[config.mk]
export PLATFORM = sky130hd
export DESIGN_NAME = sspa_slave
export DESIGN_NICKNAME = d
export VERILOG_FILES = /design/src/core/sspa_pkg.sv /design/src/core/sspa_buffer.sv /design/src/core/sspa_slave.sv
export SDC_FILE = /design/constraint.sdc
export NUM_CORES = 1
export LEC_CHECK = 0
export BUFFER_PORTS_ARGS = -buffer_cell sky130_fd_sc_hd__buf_4
export CAP_MARGIN = 20
export CORE_MARGIN = 2
export CORE_UTILIZATION = 40
export DETAILED_ROUTE_END_ITERATION = 8
export SYNTH_ARGS = -nofsm -noshare
export SYNTH_HDL_FRONTEND = slang
export SYNTH_SLANG_ARGS = --single-unit
[constraint.sdc]
create_clock -name clk -period 3.9 [get_ports clk]
set_input_delay 0.195 -clock clk [delete_from_list [all_inputs] [get_ports clk]]
set_output_delay 0.195 -clock clk [all_outputs]
set_load 0.1 [all_outputs]
[src/core/sspa_pkg.sv]
package sspa_pkg;

    ////////////////////////////////////////////////////////////////////////////////
    // Addressing constants.
    localparam logic [3:0] ADDR_FIXED_HI  = 4'hA;     // Upper four address bits, 1010.
    localparam logic [6:0] BCAST_ADDR     = 7'h00;    // Shared write-only broadcast address.
    localparam int         EXT_ADDR_BIT   = 1;        // Extended bit position in configuration register four.
    localparam logic       EXT_ADDR_RESET = 1'b0;     // Extended bit value before the download latches it.
    localparam logic [2:0] LOW_GND_EXT0   = 3'h0;
    localparam logic [2:0] LOW_VDD_EXT0   = 3'h1;
    localparam logic [2:0] LOW_NC_EXT0    = 3'h4;
    localparam logic [2:0] LOW_GND_EXT1   = 3'h2;
    localparam logic [2:0] LOW_VDD_EXT1   = 3'h3;
    localparam logic [2:0] LOW_NC_EXT1    = 3'h5;

    ////////////////////////////////////////////////////////////////////////////////
    // Address map and framing.
    localparam logic [7:0]  VOL_LAST      = 8'h7F;
    localparam logic [7:0]  NV_HI_FIRST   = 8'h80;
    localparam logic [7:0]  NV_HI_LAST    = 8'h81;
    localparam logic [15:0] NV_FIRST      = 16'h8000;
    localparam logic [15:0] NV_LAST       = 16'h813F;
    localparam logic [3:0]  BITS_PER_BYTE = 4'h8;
    localparam logic        DIR_READ      = 1'b1;
    localparam int          BUF_DEPTH     = 2;

    ////////////////////////////////////////////////////////////////////////////////
    // Types.
    typedef enum logic [1:0] {
        SSPA_REG_VOLATILE,
        SSPA_REG_NONVOL_HI,
        SSPA_REG_NONVOL_LO,
        SSPA_REG_INSTR
    } sspa_region_t;

    typedef struct packed {
        logic [7:0]   data;
        logic         first;
        logic         bcast;
        sspa_region_t region;
        logic         in_range;
    } sspa_word_t;

    typedef struct packed {
        logic       power_on;
        logic [1:0] mains;
    } sspa_path_t;

    typedef enum logic [2:0] {
        SSPA_IDLE,
        SSPA_SHIFT_IN,
        SSPA_ACK_OUT,
        SSPA_SHIFT_OUT,
        SSPA_ACK_IN
    } sspa_state_t;

    typedef struct packed {
        logic        scl_m;
        logic        scl_s;
        logic        scl_p;
        logic        sda_m;
        logic        sda_s;
        logic        sda_p;
        logic        hi_m;
        logic        hi_s;
        logic        lo_m;
        logic        lo_s;
        sspa_path_t  pin_m;
        sspa_path_t  pin_s;
        sspa_state_t st;
        logic [3:0]  cnt;
        logic [7:0]  sh;
        logic        addr_phase;
        logic        is_read;
        logic        bcast;
        logic        ack;
        logic        first;
        logic        second;
        logic [7:0]  cmd;
        logic        ext;
        logic        ext_done;
        logic        bias_on;
        logic        sda_oe;
        logic        sda_o;
        logic        push;
        sspa_word_t  word;
        logic        tx_taken;
        logic        busy;
        sspa_path_t  down;
        sspa_path_t  readback;
    } sspa_core_t;

endpackage : sspa_pkg

[src/core/sspa_buffer.sv]
module sspa_buffer (
    input  wire logic               clk,
    input  wire logic               rst_n,
    input  wire logic               in_valid,
    output logic                    in_ready,
    input  wire sspa_pkg::sspa_word_t in_word,
    output logic                    out_valid,
    input  wire logic               out_ready,
    output sspa_pkg::sspa_word_t    out_word
);
    import sspa_pkg::*;

    localparam int PW = $clog2(BUF_DEPTH);

    typedef struct packed {
        sspa_word_t [BUF_DEPTH-1:0] mem;
        logic [PW-1:0]              wp;
        logic [PW-1:0]              rp;
        logic [PW:0]                cnt;
    } sspa_buf_t;

    sspa_buf_t r;
    sspa_buf_t next_r;
    logic      wr;
    logic      rd;

    ////////////////////////////////////////////////////////////////////////////////
    // Full and empty come straight from the count, so both flags are exact.
    always_comb begin
        next_r = r;
        wr     = in_valid && (r.cnt != (PW+1)'(BUF_DEPTH));
        rd     = out_ready && (r.cnt != '0);
        if (wr) begin
            next_r.mem[r.wp] = in_word;
            next_r.wp        = r.wp + 1'b1;
        end
        if (rd) begin
            next_r.rp = r.rp + 1'b1;
        end
        if (wr && !rd) begin
            next_r.cnt = r.cnt + 1'b1;
        end else if (rd && !wr) begin
            next_r.cnt = r.cnt - 1'b1;
        end
    end

    // State register.
    always_ff @(posedge clk or negedge rst_n) begin
        if (!rst_n) begin
            r <= '0;
        end else begin
            r <= next_r;
        end
    end

    assign in_ready  = (r.cnt != (PW+1)'(BUF_DEPTH));
    assign out_valid = (r.cnt != '0);
    assign out_word  = r.mem[r.rp];

endmodule : sspa_buffer

[src/core/sspa_slave.sv]
module sspa_slave (
    input  wire logic                 clk,
    input  wire logic                 rst_n,
    input  wire logic                 scl_in,
    input  wire logic                 sda_in,
    output logic                      sda_out,
    output logic                      sda_oe,
    input  wire logic                 address_select_pin_high,
    input  wire logic                 address_select_pin_low,
    output logic                      address_select_pin_bias,
    input  wire logic [7:0]           configuration_register_four,
    input  wire logic                 nv_download_done,
    output logic                      extended_address_bit,
    output logic                      rx_valid,
    input  wire logic                 rx_ready,
    output sspa_pkg::sspa_word_t      rx_word,
    input  wire logic [7:0]           tx_byte,
    output logic                      tx_taken,
    output logic                      busy,
    input  wire sspa_pkg::sspa_path_t pin_signals,
    input  wire sspa_pkg::sspa_path_t break_enable,
    input  wire sspa_pkg::sspa_path_t uc_signals,
    output sspa_pkg::sspa_path_t      downstream,
    output sspa_pkg::sspa_path_t      readback
);
    import sspa_pkg::*;

    sspa_core_t r;
    sspa_core_t next_r;
    logic       buf_ready;
    logic       start_ev;
    logic       stop_ev;
    logic       rise;
    logic       fall;
    logic [6:0] own_addr;
    logic       own_hit;
    logic       bcast_hit;

    ////////////////////////////////////////////////////////////////////////////////
    // Maps the three-level pin and the extended bit onto the low address bits.
    function automatic logic [2:0] sspa_low_bits(input logic hi, input logic lo, input logic ext);
        logic [2:0] v;
        v = ext ? LOW_NC_EXT1 : LOW_NC_EXT0;
        if (hi) begin
            v = ext ? LOW_VDD_EXT1 : LOW_VDD_EXT0;
        end else if (lo) begin
            v = ext ? LOW_GND_EXT1 : LOW_GND_EXT0;
        end
        return v;
    endfunction : sspa_low_bits

    // Classifies a command byte by the region it selects.
    function automatic sspa_region_t sspa_cmd_region(input logic [7:0] c);
        sspa_region_t g;
        g = SSPA_REG_INSTR;
        if (c <= VOL_LAST) begin
            g = SSPA_REG_VOLATILE;
        end else if (c >= NV_HI_FIRST && c <= NV_HI_LAST) begin
            g = SSPA_REG_NONVOL_HI;
        end
        return g;
    endfunction : sspa_cmd_region

    ////////////////////////////////////////////////////////////////////////////////
    // Bus events come only from the second and third stages of the line samplers.
    // The bus clock is several of our periods long, so a two-stage delay costs nothing.
    assign rise     = r.scl_s && !r.scl_p;
    assign fall     = !r.scl_s && r.scl_p;
    assign start_ev = r.scl_s && r.scl_p && r.sda_p && !r.sda_s;
    assign stop_ev  = r.scl_s && r.scl_p && !r.sda_p && r.sda_s;

    // Address comparison, with the pin sampled continuously.
    assign own_addr  = {ADDR_FIXED_HI, sspa_low_bits(r.hi_s, r.lo_s, r.ext)};
    assign own_hit   = (r.sh[7:1] == own_addr);
    assign bcast_hit = (r.sh[7:1] == BCAST_ADDR) && (r.sh[0] != DIR_READ);

    ////////////////////////////////////////////////////////////////////////////////
    // Next-state logic for the whole port.
    always_comb begin
        next_r          = r;
        next_r.push     = 1'b0;
        next_r.tx_taken = 1'b0;
        next_r.sda_o    = 1'b0;    // The line is only ever pulled low, never high.

        // Two-stage samplers on every asynchronous input, then one history stage on the clock and data lines.
        next_r.scl_m = scl_in;
        next_r.scl_s = r.scl_m;
        next_r.scl_p = r.scl_s;
        next_r.sda_m = sda_in;
        next_r.sda_s = r.sda_m;
        next_r.sda_p = r.sda_s;
        next_r.hi_m  = address_select_pin_high;
        next_r.hi_s  = r.hi_m;
        next_r.lo_m  = address_select_pin_low;
        next_r.lo_s  = r.lo_m;
        next_r.pin_m = pin_signals;
        next_r.pin_s = r.pin_m;

        // The extended bit is taken once, at the first download after reset.
        if (nv_download_done && !r.ext_done) begin
            next_r.ext      = configuration_register_four[EXT_ADDR_BIT];
            next_r.ext_done = 1'b1;
        end

        // The original signals stay visible ahead of the break.
        next_r.readback = r.pin_s;
        next_r.down.power_on = break_enable.power_on ? uc_signals.power_on : r.pin_s.power_on;
        for (int i = 0; i < 2; i++) begin
            next_r.down.mains[i] = break_enable.mains[i] ? uc_signals.mains[i] : r.pin_s.mains[i];
        end

        // Frame sequencer: the clock pin is an input only.
        case (r.st)
            SSPA_IDLE: begin
                next_r.sda_oe = 1'b0;
            end

            SSPA_SHIFT_IN: begin
                // Data is taken on the rising edge, when the line is stable.
                if (rise && r.cnt < BITS_PER_BYTE) begin
                    next_r.sh  = {r.sh[6:0], r.sda_s};
                    next_r.cnt = r.cnt + 4'h1;
                end
                if (fall && r.cnt == BITS_PER_BYTE) begin
                    next_r.st = SSPA_ACK_OUT;
                    if (r.addr_phase) begin
                        next_r.ack     = own_hit || bcast_hit;
                        next_r.is_read = (r.sh[0] == DIR_READ);
                        next_r.bcast   = bcast_hit && !own_hit;
                        next_r.first   = 1'b1;
                        next_r.second  = 1'b0;
                        if (own_hit || bcast_hit) begin
                            next_r.bias_on = 1'b0;
                        end
                    end else begin
                        // A word is acknowledged only if the buffer can take it; a refused word
                        // shows as no acknowledge, so the master learns of the stall.
                        next_r.ack            = buf_ready;
                        next_r.push           = buf_ready;
                        next_r.word.data      = r.sh;
                        next_r.word.first     = r.first;
                        next_r.word.bcast     = r.bcast;
                        next_r.word.region    = sspa_cmd_region(r.first ? r.sh : r.cmd);
                        next_r.word.in_range  = (sspa_cmd_region(r.first ? r.sh : r.cmd) != SSPA_REG_INSTR);
                        if (r.second && sspa_cmd_region(r.cmd) == SSPA_REG_NONVOL_HI) begin
                            next_r.word.region   = SSPA_REG_NONVOL_LO;
                            next_r.word.in_range = ({r.cmd, r.sh} >= NV_FIRST) && ({r.cmd, r.sh} <= NV_LAST);
                        end
                        if (buf_ready) begin
                            if (r.first) begin
                                next_r.cmd = r.sh;
                            end
                            next_r.second = r.first;
                            next_r.first  = 1'b0;
                        end
                    end
                    next_r.sda_oe = (r.addr_phase ? (own_hit || bcast_hit) : buf_ready);
                end
            end

            SSPA_ACK_OUT: begin
                // Acknowledge held through the ninth clock, released at its falling edge.
                if (fall) begin
                    next_r.addr_phase = 1'b0;
                    next_r.cnt        = 4'h0;
                    next_r.sda_oe     = 1'b0;
                    if (!r.ack) begin
                        next_r.st = SSPA_IDLE;
                    end else if (r.is_read) begin
                        // The first read bit goes out in this same low phase.
                        next_r.st       = SSPA_SHIFT_OUT;
                        next_r.sh       = tx_byte;
                        next_r.tx_taken = 1'b1;
                        next_r.sda_oe   = !tx_byte[7];
                    end else begin
                        next_r.st = SSPA_SHIFT_IN;
                    end
                end
            end

            SSPA_SHIFT_OUT: begin
                if (rise) begin
                    next_r.cnt = r.cnt + 4'h1;
                end
                if (fall) begin
                    if (r.cnt == BITS_PER_BYTE) begin
                        next_r.st     = SSPA_ACK_IN;
                        next_r.sda_oe = 1'b0;
                    end else begin
                        next_r.sh     = {r.sh[6:0], 1'b0};
                        next_r.sda_oe = !r.sh[6];
                    end
                end
            end

            SSPA_ACK_IN: begin
                // A released line at the ninth clock ends the read.
                if (rise) begin
                    next_r.ack = !r.sda_s;
                end
                if (fall) begin
                    next_r.cnt = 4'h0;
                    if (r.ack) begin
                        next_r.st       = SSPA_SHIFT_OUT;
                        next_r.sh       = tx_byte;
                        next_r.tx_taken = 1'b1;
                        next_r.sda_oe   = !tx_byte[7];
                    end else begin
                        next_r.st = SSPA_IDLE;
                    end
                end
            end

            default: begin
                next_r.st     = SSPA_IDLE;
                next_r.sda_oe = 1'b0;
            end
        endcase

        // Start and repeated start win over anything the sequencer was doing.
        if (start_ev) begin
            next_r.st         = SSPA_SHIFT_IN;
            next_r.addr_phase = 1'b1;
            next_r.cnt        = 4'h0;
            next_r.sda_oe     = 1'b0;
            next_r.ack        = 1'b0;
        end else if (stop_ev) begin
            next_r.st     = SSPA_IDLE;
            next_r.sda_oe = 1'b0;
        end

        next_r.busy = (next_r.st != SSPA_IDLE);
    end

    ////////////////////////////////////////////////////////////////////////////////
    // State register; the pin bias is on from reset until first addressed.
    always_ff @(posedge clk or negedge rst_n) begin
        if (!rst_n) begin
            r         <= '0;
            r.ext     <= EXT_ADDR_RESET;
            r.bias_on <= 1'b1;
            r.scl_m   <= 1'b1;
            r.scl_s   <= 1'b1;
            r.scl_p   <= 1'b1;
            r.sda_m   <= 1'b1;
            r.sda_s   <= 1'b1;
            r.sda_p   <= 1'b1;
        end else begin
            r <= next_r;
        end
    end

    ////////////////////////////////////////////////////////////////////////////////
    // Received words pass a two-entry buffer so a stalled consumer loses nothing.
    sspa_buffer u_buffer (
        .clk       (clk),
        .rst_n     (rst_n),
        .in_valid  (r.push),
        .in_ready  (buf_ready),
        .in_word   (r.word),
        .out_valid (rx_valid),
        .out_ready (rx_ready),
        .out_word  (rx_word)
    );

    // Outputs straight from the state register.
    assign sda_out                 = r.sda_o;
    assign sda_oe                  = r.sda_oe;
    assign address_select_pin_bias = r.bias_on;
    assign extended_address_bit    = r.ext;
    assign tx_taken                = r.tx_taken;
    assign busy                    = r.busy;
    assign downstream              = r.down;
    assign readback                = r.readback;

endmodule : sspa_slave

==> flow_summary.ini <==
[global_routing]
overflow = 0
use_met3_pct = 3.47
met1_usage_pct = 22.2
track_usage_pct = 15.6
grt_max_degree = 82
grt_use_met2_pct = 23.5
grt.busiest_layer = met2
antenna_found_initial = 0
grt_pass1_vias = 2873
grt_first_pass_wirelength_um = 14600

[timing]
slew_headroom_pct = 50.0
slew_viol_final = 0
period_share_pct = 62.5
rsz0062_at_grt = no
period_needed_ps = 2440
timing.hold.ws_ps = 55.1
finalHoldViolations = 0
fmax_mhz = 411
fin_worst_skew_ps = 6.73
finalSetupViolCount = 0
fin_tns_setup_ps = 0
tightest_slew_ps = 747

[floorplanning]
dieArea_mm2 = 0.0121
start_util_pct = 41.2
die_w_um = 110
core_area_mm2 = 0.0109
rows = 38
die_h_um = 110
io_pins = 59

[clock_network]
cts_buffers = 9
clk_latency_ps = 340
root_buffer = clkbuf_16
clk_path_buf_depth = 2
cts.hold.buffers_added = 7
cts.sinks = 101
postCtsResizedCells = 0
clk_pin_slew_ps = 70
tritoncts = done
htree_levels = 3
postCtsSetupBuffers = 0

[synthesis]
synth_edf_count = 0
async_reset_ff_share_pct = 100
yosys_warnings = 0
syn_avg_cell_area_um2 = 12.3
synth_flop_cell = dfrtp_1
synth_cells = 366
syn-num-nets = 402
syn_area_mm2 = 0.00451
yosysSeqAreaShare_pct = 56.2
ys_ff_latch = 101
synthDistinctLibCells = 55

[power_and_ir_drop]
leakage_uw = 0.00257
max-vdd-ir-drop_mv = 0.300
p_per_area_mw_per_mm2 = 535
finalPower_uw = 2870

[final_layout]
layout_common_cells = dfrtp_1 (94), mux2_2 (69), buf_4 (53)
stdcell_count = 564
drive_gt1_share_pct = 36.3
fin_util_pct = 49.1
diodes = 0
num-nets-final = 455
layout_commonest_cell = dfrtp_1
area_growth_pct = 19.0

[outcome]
outcome = finished, final reports clean

[worst_setup_path]
path_cells = and2b_1 -> nand3_2 -> nor2_2 -> mux2_2
slowest_delay_ps = 610
cp_top_family = simple AND/OR/NAND/NOR gates
end_kind = register
worst_ep_arrival_time_ps = 2670
required_ps = 4130
path_buf_inv = 0
cp_max_fo = 15
crit_path_start_kind = register
crit_type = reg2reg
critPathSlowestCell = nor2_2

[drt]
routedWlPerCell_um = 15.1
ant_nets = 0
routed_wl_um = 8510
drt_iter0_drc = 162
drtPass1Iterations = 4
post-route-drc-count = 0
vias = 2883
vias_per_cell = 5.11

[worst_hold_path]
hold_path_class = in2reg

[placement]
dp_hpwl_um = 5960
gp_congestion = 0.844
io_buffers = 50
dpl.cell_count = 539

[job]
cap_violations = 0
[final timing paths]
path	to	slack, ps	cells after the start	from
min in group asynchronous	downstream[0]	320	2	rst_n
max in group asynchronous	address_select_pin_bias	2890	3	rst_n
max reg2reg	r[16]	1460	4	r[69]
min reg2reg	next_r[1]	350	0	next_r[57]
max	r[16]	1460	4	r[69]
min	r[25]	60	2	nv_download_done
[sequential cells by signal (all words and copies together), names as in the netlist]
signal / cells
address_select_pin_bias: 1
busy: 1
u_buffer.r: 30
readback: 3
r: 48
tx_taken: 1
next_r: 12
downstream: 3
extended_address_bit: 1
sda_oe: 1
[logic make-up (layout without fill, tap and decap cells)]
| logic type | Yosys count | after routing | synth area share [%] |
|---|---|---|---|
| flip-flops | 101 | 101 | 56.2 |
| AND/OR/NAND/NOR | 89 | 89 | 10.9 |
| multiplexers | 73 | 73 | 18.1 |
| AO/OA/AOI/OAI | 57 | 57 | 8.68 |
| buffers and inverters | 34 | 92 | 3.61 |
| XOR/XNOR | 8 | 8 | 1.55 |
| adder cells (fa/ha/maj) | 3 | 3 | 0.832 |
| other | 1 | 1 | 0.0832 |
[per-layer routing]
metal | routed length, um | vias up
met5 | 0 | -
met4 | 143 | 0
met3 | 253 | 10
met1 | 4210 | 1431
met2 | 3900 | 38
li1 | - | 1404
[report_power, final]
group | switching (uW) | total [uW] | leakage [uW] | internal (uW)
clock network | 403 | 850 | 0.000137 | 446
registers | 200 | 1360 | 0.00131 | 1160
logic | 371 | 658 | 0.00113 | 288
[cells in the mapped netlist (2+ instances only)]
master | count | area share (%)
dfrtp_1 | 94 | 52
mux2_2 | 69 | 17
nand2_1 | 18 | 1.5
nor2_1 | 18 | 1.5
o21ai_0 | 16 | 1.8
inv_1 | 14 | 1.2
a21oi_1 | 9 | 1.0
nand3_1 | 9 | 1.0
buf_2 | 7 | 0.78
buf_4 | 7 | 1.2
dfstp_2 | 7 | 4.1
nand2b_1 | 7 | 0.97
nor2b_1 | 7 | 0.97
clkbuf_1 | 6 | 0.50
a32oi_1 | 5 | 0.97
nor3_1 | 5 | 0.55
xnor2_1 | 5 | 0.97
a31oi_1 | 4 | 0.55
mux2i_1 | 4 | 0.89
and2_1 | 3 | 0.42
ha_1 | 3 | 0.83
nor3b_1 | 3 | 0.50
or2_2 | 3 | 0.42
xor2_1 | 3 | 0.58
a21o_1 | 2 | 0.33
a22o_1 | 2 | 0.39
a22oi_1 | 2 | 0.33
a311o_1 | 2 | 0.44
and3_1 | 2 | 0.28
nand4_1 | 2 | 0.28
o22ai_1 | 2 | 0.28
o31ai_1 | 2 | 0.33
or4_1 | 2 | 0.33
[through the flow]
stage / setup WS [ps] / area [um2]
after floorplan: 1790 / 4510
after global placement: 1460 / 4960
after detailed placement: 1450 / 4970
after CTS: 1420 / 5330
after global routing: 1210 / 5370
final: 1460 / 5370
[worst reg2reg max path, stage by stage, from the launching register on]
cell	delay [ps]
dfstp_2	590
and2b_1	440
nand3_2	270
nor2_2	610
mux2_2	410
[area by class of cell]
type                       instances  area (um2)
clock inverter                     6        56.3
sequential                       101        2540
timing repair buffer              62         505
multi-input combinational        231        1810
clock buffer                      10         229
inverter                          14        52.6
fill                            1027        5570
tap                              140         175
No activity file was read; power rests on OpenSTA's default activity.
